**config.mk**
```make
export PLATFORM = sky130hd
export DESIGN_NAME = trc_control
export DESIGN_NICKNAME = d
export VERILOG_FILES = /design/src/trc_sync.v /design/src/trc_control.v
export VERILOG_INCLUDE_DIRS = /design/src
export SDC_FILE = /design/constraint.sdc
export NUM_CORES = 1
export LEC_CHECK = 0
export ABC_AREA = 1
export ABC_CLOCK_PERIOD_IN_PS = 5600
export BUFFER_PORTS_ARGS = -buffer_cell sky130_fd_sc_hd__buf_2
export CORE_UTILIZATION = 43
export DETAILED_ROUTE_END_ITERATION = 8
export GPL_ROUTABILITY_DRIVEN = 1
export PLACE_DENSITY = 0.86
export SLEW_MARGIN = 10
export SYNTH_ARGS = -nofsm -noshare
export SYNTH_HDL_FRONTEND = slang
export SYNTH_SLANG_ARGS = --single-unit
```
**constraint.sdc**
```tcl
create_clock -name clk -period 5.6 [get_ports clk]
set_input_delay 1.68 -clock clk [delete_from_list [all_inputs] [get_ports clk]]
set_output_delay 1.68 -clock clk [all_outputs]
set_load 0.02 [all_outputs]
```
**src/trc_defs.vh**
```
// Constants of the timer run and overflow control register
`ifndef TRC_DEFS_VH
`define TRC_DEFS_VH
`define TRC_SFR_PAGE 4'h0
`define TRC_ADDR 8'h88
`define TRC_RESET 8'h00
`define TRC_BIT_T1_FLAG 3'h7
`define TRC_BIT_T1_RUN 3'h6
`define TRC_BIT_T0_FLAG 3'h5
`define TRC_BIT_T0_RUN 3'h4
`define TRC_MODE_13BIT 2'h0
`define TRC_MODE_16BIT 2'h1
`define TRC_MODE_RELOAD 2'h2
`define TRC_MODE_SPLIT 2'h3
`endif

```
**src/trc_sync.v**
```verilog
// Two-stage synchroniser for a single input from outside the clock domain
`default_nettype none
module trc_sync
(
  input wire clk,
  input wire sys_rst,
  input wire clk_en,
  input wire d,
  output wire q
);
  reg stage1;
  reg stage2;

  always @(posedge clk or posedge sys_rst)
  begin
    if (sys_rst)
    begin
      stage1 <= 1'b0;
      stage2 <= 1'b0;
    end
    else if (clk_en)
    begin
      stage1 <= d;
      stage2 <= stage1;
    end
  end

  assign q = stage2;
endmodule
`default_nettype wire

```
**src/trc_control.v**
```verilog
// Timer run and overflow control register with timer run-enable and flag logic
`default_nettype none
`include "trc_defs.vh"

// Functional notes
// The register answers at page 0x0, address 0x88 to byte writes and to single-bit writes.
// An overflow of timer 1 sets the timer1 overflow flag whether or not its interrupt is enabled.
// The timer1 overflow flag clears on a software write of zero or when the timer 1 interrupt is vectored.
// An overflow of timer 0 sets the timer0 overflow flag whether or not its interrupt is enabled.
// The timer0 overflow flag clears on a software write of zero or when the timer 0 interrupt is vectored.
// The timer1 run bit starts and stops timer 1 counting without touching its count; in split mode timer 1 counts whenever timer1_mode is not split.
// Timer 0 counts when its run bit is set and either the gate qualifier is 0 or the gate input is active.
// In 13-bit mode the wrap from 0x1FFF to 0x0000 is the overflow that sets the flag.
// In split mode the timer1 run bit enables the timer0 upper byte, whose overflow sets the timer1 flag.
module trc_control
(
  input wire clk,
  input wire sys_rst,
  input wire clk_en,
  input wire [3:0] sfr_page,
  input wire [7:0] sfr_addr,
  input wire sfr_wr,
  input wire sfr_bit_wr,
  input wire [2:0] sfr_bit_sel,
  input wire sfr_bit_val,
  input wire [7:0] sfr_wdata,
  output reg [7:0] sfr_rdata,
  output wire sfr_sel,
  input wire [1:0] timer0_mode,
  input wire [1:0] timer1_mode,
  input wire timer0_gate_qualifier,
  input wire timer1_gate_qualifier,
  input wire external_gate_input,
  input wire external_gate1_input,
  input wire timer0_gate_active_high,
  input wire timer1_gate_active_high,
  input wire timer0_overflow,
  input wire timer1_overflow,
  input wire timer0_upper_byte_overflow,
  input wire timer0_vector_ack,
  input wire timer1_vector_ack,
  input wire [3:0] ext_int_bits,
  output wire timer0_count_en,
  output wire timer0_upper_byte_count_en,
  output wire timer1_count_en,
  output wire [3:0] ext_int_wdata,
  output wire ext_int_we,
  output reg timer0_overflow_flag,
  output reg timer1_overflow_flag,
  output reg timer0_run_bit,
  output reg timer1_run_bit
);
  // ----------------------------------------
  // Gate input synchronisers
  // ----------------------------------------
  wire gate_in0_sync;
  wire gate_in1_sync;

  trc_sync u_sync0
  (
    .clk(clk),
    .sys_rst(sys_rst),
    .clk_en(clk_en),
    .d(external_gate_input),
    .q(gate_in0_sync)
  );

  trc_sync u_sync1
  (
    .clk(clk),
    .sys_rst(sys_rst),
    .clk_en(clk_en),
    .d(external_gate1_input),
    .q(gate_in1_sync)
  );

  // ----------------------------------------
  // Register access decode
  // ----------------------------------------
  wire hit;
  wire byte_we;
  wire bit_we;
  reg [7:0] cur;
  reg [7:0] wr_val;
  reg [7:0] wr_mask;

  assign hit = (sfr_page == `TRC_SFR_PAGE) && (sfr_addr == `TRC_ADDR);
  assign sfr_sel = hit;
  assign byte_we = hit && sfr_wr && clk_en;
  assign bit_we = hit && sfr_bit_wr && !sfr_wr && clk_en;

  always @*
  begin
    cur = {timer1_overflow_flag, timer1_run_bit, timer0_overflow_flag, timer0_run_bit, ext_int_bits};
    wr_val = 8'h00;
    wr_mask = 8'h00;
    if (byte_we)
    begin
      wr_val = sfr_wdata;
      wr_mask = 8'hff;
    end
    else if (bit_we)
    begin
      wr_val = cur;
      wr_val[sfr_bit_sel] = sfr_bit_val;
      wr_mask[sfr_bit_sel] = 1'b1;
    end
  end

  assign ext_int_we = byte_we || (bit_we && (sfr_bit_sel < `TRC_BIT_T0_RUN));
  assign ext_int_wdata = wr_val[3:0];

  always @*
  begin
    sfr_rdata = hit ? cur : 8'h00;
  end

  // ----------------------------------------
  // Overflow event sources
  // ----------------------------------------
  wire split;
  wire t0_event;
  wire t1_event;

  assign split = (timer0_mode == `TRC_MODE_SPLIT);
  // Counter reports its own wrap (0x1FFF->0 in 13-bit mode) on timer0_overflow
  assign t0_event = timer0_overflow;
  // In split mode timer 1 may not set its flag; the upper byte of timer 0 does
  assign t1_event = split ? timer0_upper_byte_overflow : timer1_overflow;

  // ----------------------------------------
  // Overflow flags
  // ----------------------------------------
  reg next_t0_flag;
  reg next_t1_flag;

  // Write, then vector clear, then overflow: a wrap in a clearing cycle is never lost
  always @*
  begin
    next_t0_flag = timer0_overflow_flag;
    if (wr_mask[`TRC_BIT_T0_FLAG])
    begin
      next_t0_flag = wr_val[`TRC_BIT_T0_FLAG];
    end
    if (timer0_vector_ack)
    begin
      next_t0_flag = 1'b0;
    end
    if (t0_event)
    begin
      next_t0_flag = 1'b1;
    end
  end

  always @*
  begin
    next_t1_flag = timer1_overflow_flag;
    if (wr_mask[`TRC_BIT_T1_FLAG])
    begin
      next_t1_flag = wr_val[`TRC_BIT_T1_FLAG];
    end
    if (timer1_vector_ack)
    begin
      next_t1_flag = 1'b0;
    end
    if (t1_event)
    begin
      next_t1_flag = 1'b1;
    end
  end

  // ----------------------------------------
  // Run bits
  // ----------------------------------------
  reg next_t0_run;
  reg next_t1_run;

  // Run bits change only on a write; they never touch the count itself
  always @*
  begin
    next_t0_run = timer0_run_bit;
    next_t1_run = timer1_run_bit;
    if (wr_mask[`TRC_BIT_T0_RUN])
    begin
      next_t0_run = wr_val[`TRC_BIT_T0_RUN];
    end
    if (wr_mask[`TRC_BIT_T1_RUN])
    begin
      next_t1_run = wr_val[`TRC_BIT_T1_RUN];
    end
  end

  // ----------------------------------------
  // Register state
  // ----------------------------------------
  always @(posedge clk or posedge sys_rst)
  begin
    if (sys_rst)
    begin
      timer0_overflow_flag <= 1'b0;
      timer1_overflow_flag <= 1'b0;
      timer0_run_bit <= 1'b0;
      timer1_run_bit <= 1'b0;
    end
    else if (clk_en)
    begin
      timer0_overflow_flag <= next_t0_flag;
      timer1_overflow_flag <= next_t1_flag;
      timer0_run_bit <= next_t0_run;
      timer1_run_bit <= next_t1_run;
    end
  end

  // ----------------------------------------
  // Count enables
  // ----------------------------------------
  wire t0_gate_ok;
  wire t1_gate_ok;

  // Polarity input picks which synchronised pin level counts as active
  assign t0_gate_ok = !timer0_gate_qualifier || (gate_in0_sync == timer0_gate_active_high);
  assign t1_gate_ok = !timer1_gate_qualifier || (gate_in1_sync == timer1_gate_active_high);
  assign timer0_count_en = timer0_run_bit && t0_gate_ok;
  assign timer0_upper_byte_count_en = split && timer1_run_bit;
  // Enable only gates counting; the count itself lives in the datapath and is never cleared here
  assign timer1_count_en = split ? (timer1_mode != `TRC_MODE_SPLIT) : (timer1_run_bit && t1_gate_ok);
endmodule
`default_nettype wire

```
# Word-level counts from Yosys, hierarchy flattened
# Index checks and enable logic that the tools add are counted.
[classes]
reduce_logical = 24
eq_ne = 5
n_mul = 0
n_addsub = 0
n_mux = 16
shifts = 0
div = 0
n_lt_le_gt_ge = 3
bitwise_logic = 0
[ops]
columns = ["operator", "count"]
rows = [
  ["two-way mux 8 bit", 5],
  ["logical AND 1 bit", 11],
  ["two-way mux 1 bit", 9],
  ["bitwise mux 8 bit", 1],
  ["== test 8 bit (second input constant)", 1],
  ["AND reduction 2 bit", 4],
  ["nonzero test 3 bit", 2],
  ["logical NOT 4 bit", 1],
  ["< comparator 3 x 4 -> 1 bit (second input constant)", 1],
  ["demux 1 bit (select 3 bit)", 1],
  ["greater-or-equal comparator 3 x 1 -> 1 bit (second input constant)", 1],
  ["logical NOT 1 bit", 3],
  ["logical OR 1 bit", 3],
  ["< comparator 3 bit (second input constant)", 1],
  ["== test 1 bit", 2],
  ["== test 2 bit (second input constant)", 1],
  ["!= test 2 bit (second input constant)", 1],
]
[word_totals]
latch_bits = 0
reg_bits = 8
word_cells = 56
romBits = 0
memories = 0
ramBits = 0

# Longest topological paths before layout
# Gate-level depths: netlist of the first run.
[logic_depth]
depth_word = 10
depth_mapped = 12
ltp_nobuf = 12

# Modules after synthesis
# Synthesis of the first run repeated with hierarchy kept, for this count alone.
[unflattened]
hier_cells = 203
area_unflattened_um2 = 1086.0
[modules_own_cells]
columns = ["module", "cells_each", "instances", "seq_area_each_um2", "area_per_inst_um2"]
rows = [
  ["trc_control", 183, 1, 100.1, 925.9],
  ["trc_sync", 10, 2, 50.0, 80.1],
]

# Worst setup path after synthesis of the first run
# OpenSTA, ideal clock, no wires.
[synth_timing]
kind = "input to output"
start = "input port sfr_page[1]"
end = "output port ext_int_we"
required_ps = 3920
path_stages = 5
path_buffers = 0
setup_slack_ps = 980
arrival_time_ps = 2940
cell_sequence = "nor2_1 nand2_2 nor3_4 nand3_2 o21ai_0"
[synth_via]
elab_chain_cells = 7
elab_cells_between_ends = 9
cone_classes = "reduce/logical: 9"
[synth_rtl]
columns = ["element", "line_no", "rtl"]
rows = [
  ["from (decl)", "trc_control.v:20", "input wire [3:0] sfr_page,"],
  ["logical NOT 4 bit (no line) (*)", "--", ""],
  ["logical AND 1 bit (*)", "trc_control.v:87", "assign hit = (sfr_page == `TRC_SFR_PAGE) && (sfr_addr == `TRC_ADDR);"],
  ["net sfr_sel", "trc_control.v:28", "output wire sfr_sel,"],
  ["logical AND 1 bit (3 in series)", "trc_control.v:90", "assign bit_we = hit && sfr_bit_wr && !sfr_wr && clk_en;"],
  ["logical AND 1 bit", "trc_control.v:110", "assign ext_int_we = byte_we || (bit_we && (sfr_bit_sel < `TRC_BIT_T0_RUN));"],
  ["logical OR 1 bit (*)", "trc_control.v:110", ""],
  ["to (decl)", "trc_control.v:47", "output wire ext_int_we,"],
]
# Mark *: on every way through the listed nets, which the timed path passes. The rest lies on a longest branch.

# Worst setup path in the final report of the first run
[layout_timing]
start = "input port sfr_page[3]"
end = "output port ext_int_wdata[3]"
[layout_via]
elab_chain_cells = 7
elab_cells_between_ends = 9
cone_classes = "mux: 2; reduce/logical: 7"
[layout_rtl]
columns = ["element", "line_no", "rtl"]
rows = [
  ["logical NOT 4 bit (no line) (*)", "--", ""],
  ["logical AND 1 bit (*)", "trc_control.v:87", ""],
  ["logical AND 1 bit (3 in series)", "trc_control.v:90", ""],
  ["two-way mux 8 bit", "trc_control.v:102", "else if (bit_we)"],
  ["two-way mux 8 bit (*)", "trc_control.v:97", "if (byte_we)"],
  ["to (decl)", "trc_control.v:46", "output wire [3:0] ext_int_wdata,"],
]
# Every way passes the cells marked *; elsewhere a longest branch is shown, timed or not.

==> results of run 1 <==
-- per-layer routing --
metal / up-vias / global-route usage, % / wire (um) / share of wire (%)
met5: - / 0 / 0 / 0
met4: 0 / 1.67 / 0 / 0
met3: 0 / 4.53 / 187 / 8.0
met2: 55 / 34.3 / 1080 / 46
met1: 489 / 30.1 / 1070 / 46
li1: 639 / - / - / -
-- registers in the layout, indices dropped and copies added, names as in the netlist --
register / flops
timer0_overflow_flag: 1
timer0_run_bit: 1
timer1_overflow_flag: 1
timer1_run_bit: 1
u_sync0.q: 1
u_sync0.stage1: 1
u_sync1.q: 1
u_sync1.stage1: 1
-- synth_stat cells, drive strengths merged --
cell,count
nand2,43
buf,5
nor3,1
nand4,2
xor2,1
nand3,20
o21ai,21
inv,34
a21oi,3
a31o,1
nor2,25
dfrtp,8
-- placed cells by master (no fill, tap or decap) --
cell                       count
sky130_fd_sc_hd__nand3_2       3
sky130_fd_sc_hd__nand4_1       2
sky130_fd_sc_hd__clkbuf_4      3
sky130_fd_sc_hd__inv_1        34
sky130_fd_sc_hd__o21ai_1       2
sky130_fd_sc_hd__xor2_1        1
sky130_fd_sc_hd__a31o_2        1
sky130_fd_sc_hd__nor2_2        1
sky130_fd_sc_hd__buf_2        68
sky130_fd_sc_hd__nand2_1      42
sky130_fd_sc_hd__dfrtp_1       8
sky130_fd_sc_hd__nand3_1      17
sky130_fd_sc_hd__nor3_4        1
sky130_fd_sc_hd__o21ai_0      19
sky130_fd_sc_hd__nand2_2       1
sky130_fd_sc_hd__nor2_1       24
sky130_fd_sc_hd__a21oi_1       3
-- power by group --
| group | internal (mW) | switching, mW |
|---|---|---|
| sequential | 0.0628 | 0.00343 |
| clock | 0.0245 | 0.0191 |
| combinational | 0.0247 | 0.0325 |
| total | 0.112 | 0.0551 |
-- critical path, cell delays in order --
cell,delay (ps)
sky130_fd_sc_hd__buf_2,90
sky130_fd_sc_hd__nor2_1,120
sky130_fd_sc_hd__nand2_2,100
sky130_fd_sc_hd__nor3_4,300
sky130_fd_sc_hd__nand3_2,140
sky130_fd_sc_hd__inv_1,140
sky130_fd_sc_hd__nand2_1,70
sky130_fd_sc_hd__nand2_1,50
sky130_fd_sc_hd__buf_2,160
-- worst paths after layout --
| path | slack [ps] | endpoint | startpoint | depth (start not counted) |
|---|---|---|---|---|
| hold reg to reg | 520 | u_sync0.q | u_sync0.q | 2 |
| setup reg to reg | 4520 | timer1_overflow_flag | timer1_overflow_flag | 6 |
| setup / recovery | 1060 | ext_int_wdata[3] | sfr_page[3] | 9 |
| hold / removal | 520 | u_sync0.q | u_sync0.q | 2 |
| max in group asynchronous | 4020 | timer0_run_bit | sys_rst | 2 |
| min in group asynchronous | 1360 | timer1_overflow_flag | sys_rst | 2 |
-- layout make-up --
cell class	count	area share [%]
Clock buffer	3	1.78
Inverter	34	10.1
Tap cell	27	2.67
Multi-Input combinational cell	117	42.8
Sequential cell	8	15.8
Timing Repair Buffer	68	26.9
-- kinds of logic (layout without fill, tap and decap cells) --
family | count (synthesis) | after routing | share of synthesized area [%]
AOI/OAI and AO/OA | 25 | 25 | 14.2
DFF | 8 | 8 | 22.1
and+or+nand+nor | 91 | 91 | 44.6
xor gates and xnor gates | 1 | 1 | 0.966
buffers and inverters | 39 | 105 | 18.2
==> impl_results.html, run 1 <==
<table>
<tr><th>Metric</th><th>Value</th></tr>
<tr><th colspan="2">Synthesis</th></tr>
<tr><td>Synthesized Nets</td><td>approximately 210</td></tr>
<tr><td>Area of the mapped netlist</td><td>907 um2</td></tr>
<tr><td>Part of the Yosys area used for sequential elements</td><td>22.1%</td></tr>
<tr><td>Flip-flop and latch count after synthesis</td><td>8</td></tr>
<tr><td>Warning count from the yosys run</td><td>0</td></tr>
<tr><td>Synth Instances</td><td>164</td></tr>
<tr><td>Top cells by area in the synthesized netlist</td><td>sky130_fd_sc_hd__dfrtp_1 22%, sky130_fd_sc_hd__nand2_1 17%, sky130_fd_sc_hd__inv_1 14%, sky130_fd_sc_hd__o21ai_0 10%, sky130_fd_sc_hd__nor2_1 9.9%</td></tr>
<tr><td>Synthesized area divided by synthesized cell count</td><td>5.53 um2</td></tr>
<tr><td>Post-synth top area share</td><td>22.1%</td></tr>
<tr><td>Library cells used by synthesis</td><td>16</td></tr>
<tr><td>Cell taking the most area after synthesis</td><td>sky130_fd_sc_hd__dfrtp_1</td></tr>
<tr><th colspan="2">Setup path</th></tr>
<tr><td>Crit Path Category</td><td>input port to output pin</td></tr>
<tr><td>Element type at the critical path end</td><td>output pin</td></tr>
<tr><td>Critical Path Fanout Max</td><td>7</td></tr>
<tr><td>Startpoint Class</td><td>input port</td></tr>
<tr><td>Required time reported for the critical path endpoint</td><td>between 3000 and 4000 ps</td></tr>
<tr><td>Arrival time worst endpoint</td><td>2860 ps</td></tr>
<tr><th colspan="2">Layout</th></tr>
<tr><td>Area occupied by multi-input gates</td><td>542 um2</td></tr>
<tr><td>Fin area</td><td>1270 um2</td></tr>
<tr><td>Total area of sequential cells</td><td>between 200 and 250 um2</td></tr>
<tr><td>Area growth, synth to finish</td><td>39.6%</td></tr>
<tr><td>Util after Layout</td><td>63.9%</td></tr>
<tr><td>Share of layout cells above drive strength 1</td><td>roughly a third</td></tr>
<tr><td>Total Nets Final</td><td>280</td></tr>
<tr><td>Number of fill cells in the layout</td><td>209</td></tr>
<tr><td>Ant diodes</td><td>0</td></tr>
<tr><td>Final standard cell count with taps included and fillers excluded</td><td>roughly 260</td></tr>
<tr><th colspan="2">Clocking</th></tr>
<tr><td>Reg clk slew, reported paths</td><td>around 50 ps</td></tr>
<tr><td>Clock root buffer</td><td>sky130_fd_sc_hd__clkbuf_4</td></tr>
<tr><td>CTS sink cnt</td><td>8</td></tr>
<tr><td>Post_cts resized</td><td>0</td></tr>
<tr><td>Number of buffers inserted to repair setup after CTS</td><td>0</td></tr>
<tr><td>Clk buf depth</td><td>2</td></tr>
<tr><td>Maximum level of the CTS H-tree</td><td>1</td></tr>
<tr><td>CTS tree</td><td>yes</td></tr>
<tr><td>Later-pin clock latency in the skew report</td><td>250 ps</td></tr>
<tr><td>Quantity of hold-fixing buffers added after cts</td><td>0</td></tr>
<tr><td>CTS Buf Count</td><td>3</td></tr>
<tr><th colspan="2">Placed design</th></tr>
<tr><td>Placement-stage cell area</td><td>1240 um2</td></tr>
<tr><td>Place WS</td><td>approximately 1100 ps</td></tr>
<tr><td>Number of port buffers</td><td>68</td></tr>
<tr><td>Weighted congestion reported at the end of routability-driven placement</td><td>0.840</td></tr>
<tr><td>Post-placement cell count</td><td>254</td></tr>
<tr><td>Final HPWL DP</td><td>about 2000 um</td></tr>
<tr><th colspan="2">GRT</th></tr>
<tr><td>Total global routing track utilization</td><td>21.2%</td></tr>
<tr><td>Number of global-route vias before repair</td><td>between 900 and 1,000</td></tr>
<tr><td>Global-route wire length before repair</td><td>about 3500 um</td></tr>
<tr><td>Initial antenna violation count</td><td>0</td></tr>
<tr><td>Maximum number of pins on one net before global-route repair</td><td>11</td></tr>
<tr><td>Global route total overflow</td><td>0</td></tr>
<tr><th colspan="2">STA</th></tr>
<tr><td>Worst-margin pin slew</td><td>about 310 ps</td></tr>
<tr><td>Ratio of final minimum period to clock period</td><td>between 80% and 90%</td></tr>
<tr><td>Post-route clock skew</td><td>0.365 ps</td></tr>
<tr><td>Minimum setup slack in the final design</td><td>1060 ps</td></tr>
<tr><td>Number of endpoints failing setup at the final stage</td><td>0</td></tr>
<tr><td>Max Clk Rate</td><td>about 220 MHz</td></tr>
<tr><td>Unrepaired setup endpoints after global routing</td><td>false</td></tr>
<tr><td>Slew Limit Fails</td><td>0</td></tr>
<tr><td>Final-layout worst hold slack</td><td>516 ps</td></tr>
<tr><td>Fin Setup TNS</td><td>0 ps</td></tr>
<tr><td>Max transition margin</td><td>79.4%</td></tr>
<tr><td>Final hold violation count</td><td>0</td></tr>
<tr><td>Min cycle time layout</td><td>4540 ps</td></tr>
<tr><th colspan="2">Drt</th></tr>
<tr><td>Post-detailed-routing wire length</td><td>2340 um</td></tr>
<tr><td>Final routed wire length divided by cell count</td><td>9.09 um</td></tr>
<tr><td>Number of DRC violations after detailed-routing iteration 0</td><td>39</td></tr>
<tr><td>Routed via count</td><td>1,183</td></tr>
<tr><td>Pre-antenna DRT Iters</td><td>4</td></tr>
<tr><td>Remaining number of nets flagged by the antenna check after routing</td><td>0</td></tr>
<tr><td>Residual DRC</td><td>0</td></tr>
<tr><td>Via-per-instance ratio</td><td>4.60</td></tr>
<tr><th colspan="2">Flow run</th></tr>
<tr><td>Max-cap violation count</td><td>0</td></tr>
<tr><th colspan="2">Floorplan</th></tr>
<tr><td>I/O pins</td><td>between 60 and 70</td></tr>
<tr><td>Die outline area</td><td>2300 um2</td></tr>
<tr><td>Core Region</td><td>1980 um2</td></tr>
<tr><td>Initial Utilization</td><td>45.8%</td></tr>
<tr><td>Die X</td><td>47.9 um</td></tr>
<tr><td>Std-Cell Rows</td><td>16</td></tr>
<tr><td>Die Y-Extent</td><td>around 48 um</td></tr>
<tr><th colspan="2">Power and ir drop</th></tr>
<tr><td>Post-layout total power</td><td>167 uW</td></tr>
<tr><td>Lkg Pwr</td><td>approximately 0.8 nW</td></tr>
<tr><td>Power Density</td><td>132 nW/um2</td></tr>
<tr><td>Worst IR drop on VDD</td><td>0.000117 V</td></tr>
<tr><th colspan="2">Min path</th></tr>
<tr><td>Path type of the worst min-delay path</td><td>register to register</td></tr>
<tr><th colspan="2">Status</th></tr>
<tr><td>Result of the run</td><td>completed</td></tr>
</table>
Note: power is estimated with default switching activity, not from simulation.
==> run 2: changes to the inputs <==
- ABC_CLOCK_PERIOD_IN_PS: 5600 -> 3730
- CORE_UTILIZATION: 43 -> 36
- PLACE_DENSITY: 0.86 -> 0.76
- clock period: 5.6 -> 3.73 ns (I/O delays scaled with it)
==> impl_results.html, run 2 (same netlist as run 1, synthesis figures left out) <==
<table>
<tr><th>Metric</th><th>Value</th></tr>
<tr><th colspan="2">Floorplan</th></tr>
<tr><td>Initial Utilization</td><td>39.5% (-6.3 points)</td></tr>
<tr><td>I/O pins</td><td>69 (unchanged)</td></tr>
<tr><td>Die Y-Extent</td><td>52.2 um (+8.9%)</td></tr>
<tr><td>Die X</td><td>52.2 um (+8.9%)</td></tr>
<tr><td>Core Region</td><td>2300 um2 (+16%)</td></tr>
<tr><td>Die outline area</td><td>2720 um2 (+19%)</td></tr>
<tr><td>Std-Cell Rows</td><td>17 (+1)</td></tr>
<tr><th colspan="2">STA</th></tr>
<tr><td>Min cycle time layout</td><td>3440 ps</td></tr>
<tr><td>Max Clk Rate</td><td>~290 MHz</td></tr>
<tr><td>Final hold violation count</td><td>0 (unchanged)</td></tr>
<tr><td>Max transition margin</td><td>79.6% (+0.21 points)</td></tr>
<tr><td>Post-route clock skew</td><td>0.0906 ps (-0.275 ps)</td></tr>
<tr><td>Fin Setup TNS</td><td>0 ps (unchanged)</td></tr>
<tr><td>Worst-margin pin slew</td><td>305 ps (-3.16 ps)</td></tr>
<tr><td>Unrepaired setup endpoints after global routing</td><td>false</td></tr>
<tr><td>Ratio of final minimum period to clock period</td><td>92.3%</td></tr>
<tr><td>Slew Limit Fails</td><td>0 (unchanged)</td></tr>
<tr><td>Number of endpoints failing setup at the final stage</td><td>0 (unchanged)</td></tr>
<tr><th colspan="2">Setup path</th></tr>
<tr><td>Cells along the critical path</td><td>buf_2 &gt; nor2_1 &gt; nand3_2 &gt; nor3_4 &gt; inv_1 &gt; nor2_1 &gt; buf_2</td></tr>
<tr><td>Critical Path Fanout Max</td><td>8 (+1)</td></tr>
<tr><td>Element type at the critical path end</td><td>output pin</td></tr>
<tr><td>Startpoint Class</td><td>input port</td></tr>
<tr><td>Register-to-register path setup slack</td><td>2630 ps (-1890 ps)</td></tr>
<tr><td>Origin of the worst setup path</td><td>sfr_addr[5]</td></tr>
<tr><td>Delay of the slowest cell on the worst path</td><td>310 ps (about the same)</td></tr>
<tr><td>Depth of the most critical reg-to-reg path</td><td>6 (unchanged)</td></tr>
<tr><td>Reg-to-reg endpoint</td><td>timer1_overflow_flag</td></tr>
<tr><td>Required time reported for the critical path endpoint</td><td>2610 ps (-1310 ps)</td></tr>
<tr><td>Crit Path Category</td><td>input port to output pin</td></tr>
<tr><td>Arrival time worst endpoint</td><td>2320 ps (-540 ps)</td></tr>
<tr><td>Slowest stage cell on the critical path</td><td>sky130_fd_sc_hd__nor3_4</td></tr>
<tr><td>Reg-to-Reg Start</td><td>timer1_overflow_flag</td></tr>
<tr><th colspan="2">Layout</th></tr>
<tr><td>Share of layout cells above drive strength 1</td><td>33.9% (unchanged)</td></tr>
<tr><td>Total area of sequential cells</td><td>200 um2 (unchanged)</td></tr>
<tr><td>Most frequent standard cell in the layout excluding fill and tap cells</td><td>sky130_fd_sc_hd__buf_2</td></tr>
<tr><td>Util after Layout</td><td>55.2% (-8.7 points)</td></tr>
<tr><td>Total Nets Final</td><td>280 (unchanged)</td></tr>
<tr><td>Most frequent cells in the layout</td><td>68 x sky130_fd_sc_hd__buf_2, 42 x sky130_fd_sc_hd__nand2_1, 34 x sky130_fd_sc_hd__inv_1</td></tr>
<tr><td>Area growth, synth to finish</td><td>39.7% (about the same)</td></tr>
<tr><td>Ant diodes</td><td>0 (unchanged)</td></tr>
<tr><td>Number of fill cells in the layout</td><td>257 (+23%)</td></tr>
<tr><td>Area occupied by multi-input gates</td><td>542 um2 (unchanged)</td></tr>
<tr><th colspan="2">Drt</th></tr>
<tr><td>Routed via count</td><td>1,169 (-1.2%)</td></tr>
<tr><td>Post-detailed-routing wire length</td><td>2380 um (+1.8%)</td></tr>
<tr><td>Via-per-instance ratio</td><td>4.53 (-1.6%)</td></tr>
<tr><td>Residual DRC</td><td>0 (unchanged)</td></tr>
<tr><td>Remaining number of nets flagged by the antenna check after routing</td><td>0 (unchanged)</td></tr>
<tr><td>Pre-antenna DRT Iters</td><td>4 (unchanged)</td></tr>
<tr><td>Final routed wire length divided by cell count</td><td>9.21 um (+1.4%)</td></tr>
<tr><td>Number of DRC violations after detailed-routing iteration 0</td><td>14 (-64%)</td></tr>
<tr><th colspan="2">GRT</th></tr>
<tr><td>Total global routing track utilization</td><td>18.9% (-2.3 points)</td></tr>
<tr><td>Global route total overflow</td><td>0 (unchanged)</td></tr>
<tr><td>Global-route wire length before repair</td><td>3830 um (+9.0%)</td></tr>
<tr><td>Initial antenna violation count</td><td>0 (unchanged)</td></tr>
<tr><td>Number of global-route vias before repair</td><td>1,006 (+11%)</td></tr>
<tr><td>Maximum number of pins on one net before global-route repair</td><td>11 (unchanged)</td></tr>
<tr><th colspan="2">Clocking</th></tr>
<tr><td>Quantity of hold-fixing buffers added after cts</td><td>0 (unchanged)</td></tr>
<tr><td>CTS Buf Count</td><td>3 (unchanged)</td></tr>
<tr><td>CTS sink cnt</td><td>8 (unchanged)</td></tr>
<tr><td>CTS tree</td><td>yes</td></tr>
<tr><td>Clock root buffer</td><td>sky130_fd_sc_hd__clkbuf_4</td></tr>
<tr><td>Reg clk slew, reported paths</td><td>50 ps (about the same)</td></tr>
<tr><td>Post_cts resized</td><td>0 (unchanged)</td></tr>
<tr><td>Number of buffers inserted to repair setup after CTS</td><td>0 (unchanged)</td></tr>
<tr><td>Maximum level of the CTS H-tree</td><td>1 (unchanged)</td></tr>
<tr><td>Later-pin clock latency in the skew report</td><td>260 ps (about the same)</td></tr>
<tr><td>Clk buf depth</td><td>2 (unchanged)</td></tr>
<tr><th colspan="2">Status</th></tr>
<tr><td>Result of the run</td><td>completed</td></tr>
<tr><th colspan="2">Placed design</th></tr>
<tr><td>Number of port buffers</td><td>68 (unchanged)</td></tr>
<tr><td>Weighted congestion reported at the end of routability-driven placement</td><td>0.864 (+2.9%)</td></tr>
<tr><td>Final HPWL DP</td><td>1990 um (+0.73%)</td></tr>
<tr><th colspan="2">Flow run</th></tr>
<tr><td>Max-cap violation count</td><td>0 (unchanged)</td></tr>
<tr><th colspan="2">Min path</th></tr>
<tr><td>Path type of the worst min-delay path</td><td>register to register</td></tr>
<tr><td>Hold Path Cell Cnt</td><td>2 (unchanged)</td></tr>
<tr><td>Hold Crit Start</td><td>u_sync1.q</td></tr>
<tr><td>Hold Crit Endpoint</td><td>u_sync1.q</td></tr>
<tr><th colspan="2">Power and ir drop</th></tr>
<tr><td>Power Density</td><td>198 nW/um2 (+50%)</td></tr>
<tr><td>Worst IR drop on VDD</td><td>0.000192 V (+63%)</td></tr>
<tr><td>Lkg Pwr</td><td>0.824 nW (unchanged)</td></tr>
</table>
-- run 2: cell counts in the layout (fill, tap and decap cells not counted) --
Identical to the previous run, type by type.
-- run 2: layer usage --
metal  global-route usage (%)  routed length [um]  up-vias
met1                     23.2                1090      472
met2                     31.6                1030       48
met5                        0                   0        -
li1                         -                   -      642
met4                     6.14                  40        0
met3                     5.22                 213        7
-- run 2: where the power goes --
group          internal [mW]  switching, mW  leakage, nW
Combinational         0.0371         0.0481        0.720
Sequential            0.0944        0.00504       0.0902
Clock                 0.0368         0.0297       0.0138
-- run 2: per-stage QoR --
step                      hold slack (ps)  power (mW)  area, um2  cells  setup WS, ps
after global placement                487       0.185       1240    255           317
after CTS                             507       0.254       1270    258           279
after global routing                  519       0.273       1270    258           120
final                                 502       0.251       1270    258           287
after floorplan                       469       0.146        907    164           232
after detailed placement              494       0.186       1240    255           281
-- run 2: critical path: cells and delay by family --
family / cells / cell delay, ps
simple gates: 4 / 700
buf+inv: 3 / 500
-- run 2: area by class of cell --
type / instances / area share, %
inverter: 34 / 10.1
sequential: 8 / 15.8
clock buffer: 3 / 1.78
tap: 28 / 2.76
timing repair buffer: 68 / 26.9
multi-input combinational: 117 / 42.7
-- run 2: worst max path at each step --
stage               slack (ps)  cells after the start                to
finish                     290                      7      sfr_rdata[7]
detailed placement         280                      7      sfr_rdata[7]
global placement           320                      7      sfr_rdata[7]
floorplan                  230                      5        ext_int_we
global route               120                      9  ext_int_wdata[2]
CTS                        280                      7      sfr_rdata[7]
==> run 3: changes to the inputs <==
- SETUP_SLACK_MARGIN: unset -> 0.3
==> impl_results.html, run 3 (same netlist as run 1, synthesis figures left out) <==
<table>
<tr><th>Metric</th><th>Value</th></tr>
<tr><th colspan="2">Floorplan</th></tr>
<tr><td>Std-Cell Rows</td><td>17 (unchanged)</td></tr>
<tr><td>Die Y-Extent</td><td>52.2 um (unchanged)</td></tr>
<tr><td>I/O pins</td><td>69 (unchanged)</td></tr>
<tr><td>Initial Utilization</td><td>39.5% (unchanged)</td></tr>
<tr><td>Die outline area</td><td>2720 um2 (unchanged)</td></tr>
<tr><td>Die X</td><td>52.2 um (unchanged)</td></tr>
<tr><td>Core Region</td><td>2300 um2 (unchanged)</td></tr>
<tr><th colspan="2">STA</th></tr>
<tr><td>Final hold violation count</td><td>0 (unchanged)</td></tr>
<tr><td>Post-route clock skew</td><td>0.0880 ps (-0.00261 ps)</td></tr>
<tr><td>Max Clk Rate</td><td>299 MHz (+3.0%)</td></tr>
<tr><td>Unrepaired setup endpoints after global routing</td><td>false</td></tr>
<tr><td>Final-layout worst hold slack</td><td>509 ps (+7.51 ps)</td></tr>
<tr><td>Worst-margin pin slew</td><td>314 ps (+9.09 ps)</td></tr>
<tr><td>Ratio of final minimum period to clock period</td><td>89.6% (-2.7 points)</td></tr>
<tr><td>Slew Limit Fails</td><td>0 (unchanged)</td></tr>
<tr><td>Number of endpoints failing setup at the final stage</td><td>0 (unchanged)</td></tr>
<tr><td>Max transition margin</td><td>79.1% (-0.55 points)</td></tr>
<tr><td>Fin Setup TNS</td><td>0 ps (unchanged)</td></tr>
<tr><td>Min cycle time layout</td><td>3340 ps (-102 ps)</td></tr>
<tr><th colspan="2">Power and ir drop</th></tr>
<tr><td>Sequential share of power</td><td>39.6% (about the same)</td></tr>
<tr><td>Lkg Pwr</td><td>0.827 nW (+0.30%)</td></tr>
<tr><td>Net switching share of the total power</td><td>32.7% (-0.25 points)</td></tr>
<tr><td>Worst IR drop on VDD</td><td>0.000259 V (+35%)</td></tr>
<tr><td>Net Sw Power</td><td>81.9 uW (-1.2%)</td></tr>
<tr><td>Internal power consumption</td><td>168 uW (about the same)</td></tr>
<tr><td>Post-layout total power</td><td>250 uW (-0.40%)</td></tr>
<tr><td>Clock Power Share</td><td>26.2% (-0.3 points)</td></tr>
<tr><td>Combinational power share</td><td>34.2% (+0.3 points)</td></tr>
<tr><td>Power Density</td><td>195 nW/um2 (-1.6%)</td></tr>
<tr><th colspan="2">Placed design</th></tr>
<tr><td>Weighted congestion reported at the end of routability-driven placement</td><td>0.840 (-2.8%)</td></tr>
<tr><td>Final HPWL DP</td><td>2130 um (+7.4%)</td></tr>
<tr><td>Post-placement cell count</td><td>255 (unchanged)</td></tr>
<tr><td>Number of port buffers</td><td>68 (unchanged)</td></tr>
<tr><th colspan="2">Drt</th></tr>
<tr><td>Number of DRC violations after detailed-routing iteration 0</td><td>23 (+9)</td></tr>
<tr><td>Residual DRC</td><td>0 (unchanged)</td></tr>
<tr><td>Pre-antenna DRT Iters</td><td>4 (unchanged)</td></tr>
<tr><td>Remaining number of nets flagged by the antenna check after routing</td><td>0 (unchanged)</td></tr>
<tr><td>Post-detailed-routing wire length</td><td>2500 um (+5.0%)</td></tr>
<tr><td>Via-per-instance ratio</td><td>4.58 (+1.1%)</td></tr>
<tr><td>Final routed wire length divided by cell count</td><td>9.63 um (+4.6%)</td></tr>
<tr><td>Routed via count</td><td>1,187 (+1.5%)</td></tr>
<tr><th colspan="2">GRT</th></tr>
<tr><td>Maximum number of pins on one net before global-route repair</td><td>11 (unchanged)</td></tr>
<tr><td>Total global routing track utilization</td><td>18.6% (-0.26 points)</td></tr>
<tr><td>Number of global-route vias before repair</td><td>936 (-7.0%)</td></tr>
<tr><td>Global-route wire length before repair</td><td>3770 um (-1.4%)</td></tr>
<tr><td>Global route total overflow</td><td>0 (unchanged)</td></tr>
<tr><td>Initial antenna violation count</td><td>0 (unchanged)</td></tr>
<tr><th colspan="2">Clocking</th></tr>
<tr><td>Clock root buffer</td><td>sky130_fd_sc_hd__clkbuf_4</td></tr>
<tr><td>Later-pin clock latency in the skew report</td><td>250 ps (about the same)</td></tr>
<tr><td>Clk buf depth</td><td>2 (unchanged)</td></tr>
<tr><td>Maximum level of the CTS H-tree</td><td>1 (unchanged)</td></tr>
<tr><td>Reg clk slew, reported paths</td><td>50 ps (about the same)</td></tr>
<tr><td>CTS sink cnt</td><td>8 (unchanged)</td></tr>
<tr><td>CTS tree</td><td>yes</td></tr>
<tr><td>CTS Buf Count</td><td>3 (unchanged)</td></tr>
<tr><td>Quantity of hold-fixing buffers added after cts</td><td>0 (unchanged)</td></tr>
<tr><th colspan="2">Setup path</th></tr>
<tr><td>Depth of the most critical reg-to-reg path</td><td>6 (unchanged)</td></tr>
<tr><td>Element type at the critical path end</td><td>output pin</td></tr>
<tr><td>Required time reported for the critical path endpoint</td><td>2610 ps (about the same)</td></tr>
<tr><td>Critical Path Fanout Max</td><td>4 (-4)</td></tr>
<tr><td>Reg-to-Reg Start</td><td>timer1_overflow_flag</td></tr>
<tr><td>Register-to-register path setup slack</td><td>2670 ps (+40 ps)</td></tr>
<tr><td>Crit Path Category</td><td>input port to output pin</td></tr>
<tr><td>Arrival time worst endpoint</td><td>2220 ps (-100 ps)</td></tr>
<tr><td>Startpoint Class</td><td>input port</td></tr>
<tr><td>Reg-to-reg endpoint</td><td>timer1_overflow_flag</td></tr>
<tr><th colspan="2">Min path</th></tr>
<tr><td>Path type of the worst min-delay path</td><td>register to register</td></tr>
<tr><td>Hold Crit Start</td><td>u_sync1.q</td></tr>
<tr><td>Hold Crit Endpoint</td><td>u_sync1.q</td></tr>
<tr><td>Hold Path Cell Cnt</td><td>2 (unchanged)</td></tr>
<tr><th colspan="2">Layout</th></tr>
<tr><td>Total Nets Final</td><td>281 (+0.36%)</td></tr>
<tr><td>Final standard cell count with taps included and fillers excluded</td><td>259 (+0.39%)</td></tr>
<tr><td>Ant diodes</td><td>0 (unchanged)</td></tr>
<tr><td>Most frequent standard cell in the layout excluding fill and tap cells</td><td>sky130_fd_sc_hd__buf_2</td></tr>
<tr><td>Share of layout cells above drive strength 1</td><td>34.6% (+0.72 points)</td></tr>
<tr><td>Most frequent cells in the layout</td><td>65 x sky130_fd_sc_hd__buf_2, 42 x sky130_fd_sc_hd__nand2_1, 33 x sky130_fd_sc_hd__inv_1</td></tr>
<tr><td>Area growth, synth to finish</td><td>41.4%</td></tr>
<tr><th colspan="2">Flow run</th></tr>
<tr><td>Max-cap violation count</td><td>0 (unchanged)</td></tr>
<tr><th colspan="2">Status</th></tr>
<tr><td>Result of the run</td><td>completed</td></tr>
</table>
## run 3: cell count changes in the layout (fill, tap and decap cells not counted)
cell / before / now
sky130_fd_sc_hd__buf_4: 0 / 4
sky130_fd_sc_hd__o21ai_0: 19 / 18
sky130_fd_sc_hd__buf_2: 68 / 65
sky130_fd_sc_hd__o21ai_1: 2 / 3
sky130_fd_sc_hd__inv_2: 0 / 1
sky130_fd_sc_hd__inv_1: 34 / 33
## run 3: metal layers
metal	part of all wire, %	track usage, %	vias to the layer above
met5	0	0	-
met4	0.32	3.51	0
met3	7.2	3.48	2
met2	49	32.5	39
met1	44	23.9	503
li1	-	-	643
## run 3: critical path, stage by stage
cell and delay [ps]:
sky130_fd_sc_hd__buf_2 90, sky130_fd_sc_hd__nor2_1 120, sky130_fd_sc_hd__nand2_2 110, sky130_fd_sc_hd__nor3_4 260, sky130_fd_sc_hd__nand3_2 150, sky130_fd_sc_hd__inv_2 100, sky130_fd_sc_hd__nand2_1 50, sky130_fd_sc_hd__nand2_1 50
sky130_fd_sc_hd__buf_2 150
## run 3: area by class of cell
| type | instances | area (um2) |
|---|---|---|
| timing repair buffer | 69 | 355 |
| tap | 28 | 35.0 |
| multi-input combinational | 117 | 542 |
| inverter | 34 | 128 |
| sequential | 8 | 200 |
| fill | 262 | 1010 |
| clock buffer | 3 | 22.5 |
## run 3: worst max-delay path by stage
stage,to,cells after the start,slack (ps),start
2_1_floorplan,sfr_rdata[0],5,380,sfr_page[1]
3_3_place_gp,ext_int_wdata[2],9,300,sfr_page[1]
3_5_place_dp,ext_int_wdata[2],9,260,sfr_page[3]
4_1_cts,ext_int_wdata[2],9,330,sfr_addr[5]
5_1_grt,ext_int_wdata[1],9,300,sfr_page[3]
6_report,ext_int_wdata[1],9,390,sfr_page[3]
## run 3: stage by stage
stage / cell area, um2 / util [%] / setup WS (ps)
floorplan: 907 / - / 376
global placement: 1240 / 54.2 / 303
detailed placement: 1240 / 54.2 / 261
CTS: 1270 / 55.5 / 327
global route: 1280 / 55.8 / 305
finish: 1280 / 55.8 / 388
## run 3: repair_timing
item | CTS | global route
gates resized for setup | 0 | 4
pin swaps | 1 | 2
setup buffers | 1 | 0
hold endpoints to repair | 0 | 0
endpoints found under the setup margin | 4 | 5
## run 3: power groups by stage
stage / registers [mW] / logic (mW) / clock network [mW]
floorplan: 0.103 / 0.0430 / 0
global route: 0.0997 / 0.0977 / 0.0736
CTS: 0.0990 / 0.0860 / 0.0687
detailed placement: 0.100 / 0.0856 / 0
finish: 0.0991 / 0.0856 / 0.0655
global placement: 0.100 / 0.0843 / 0
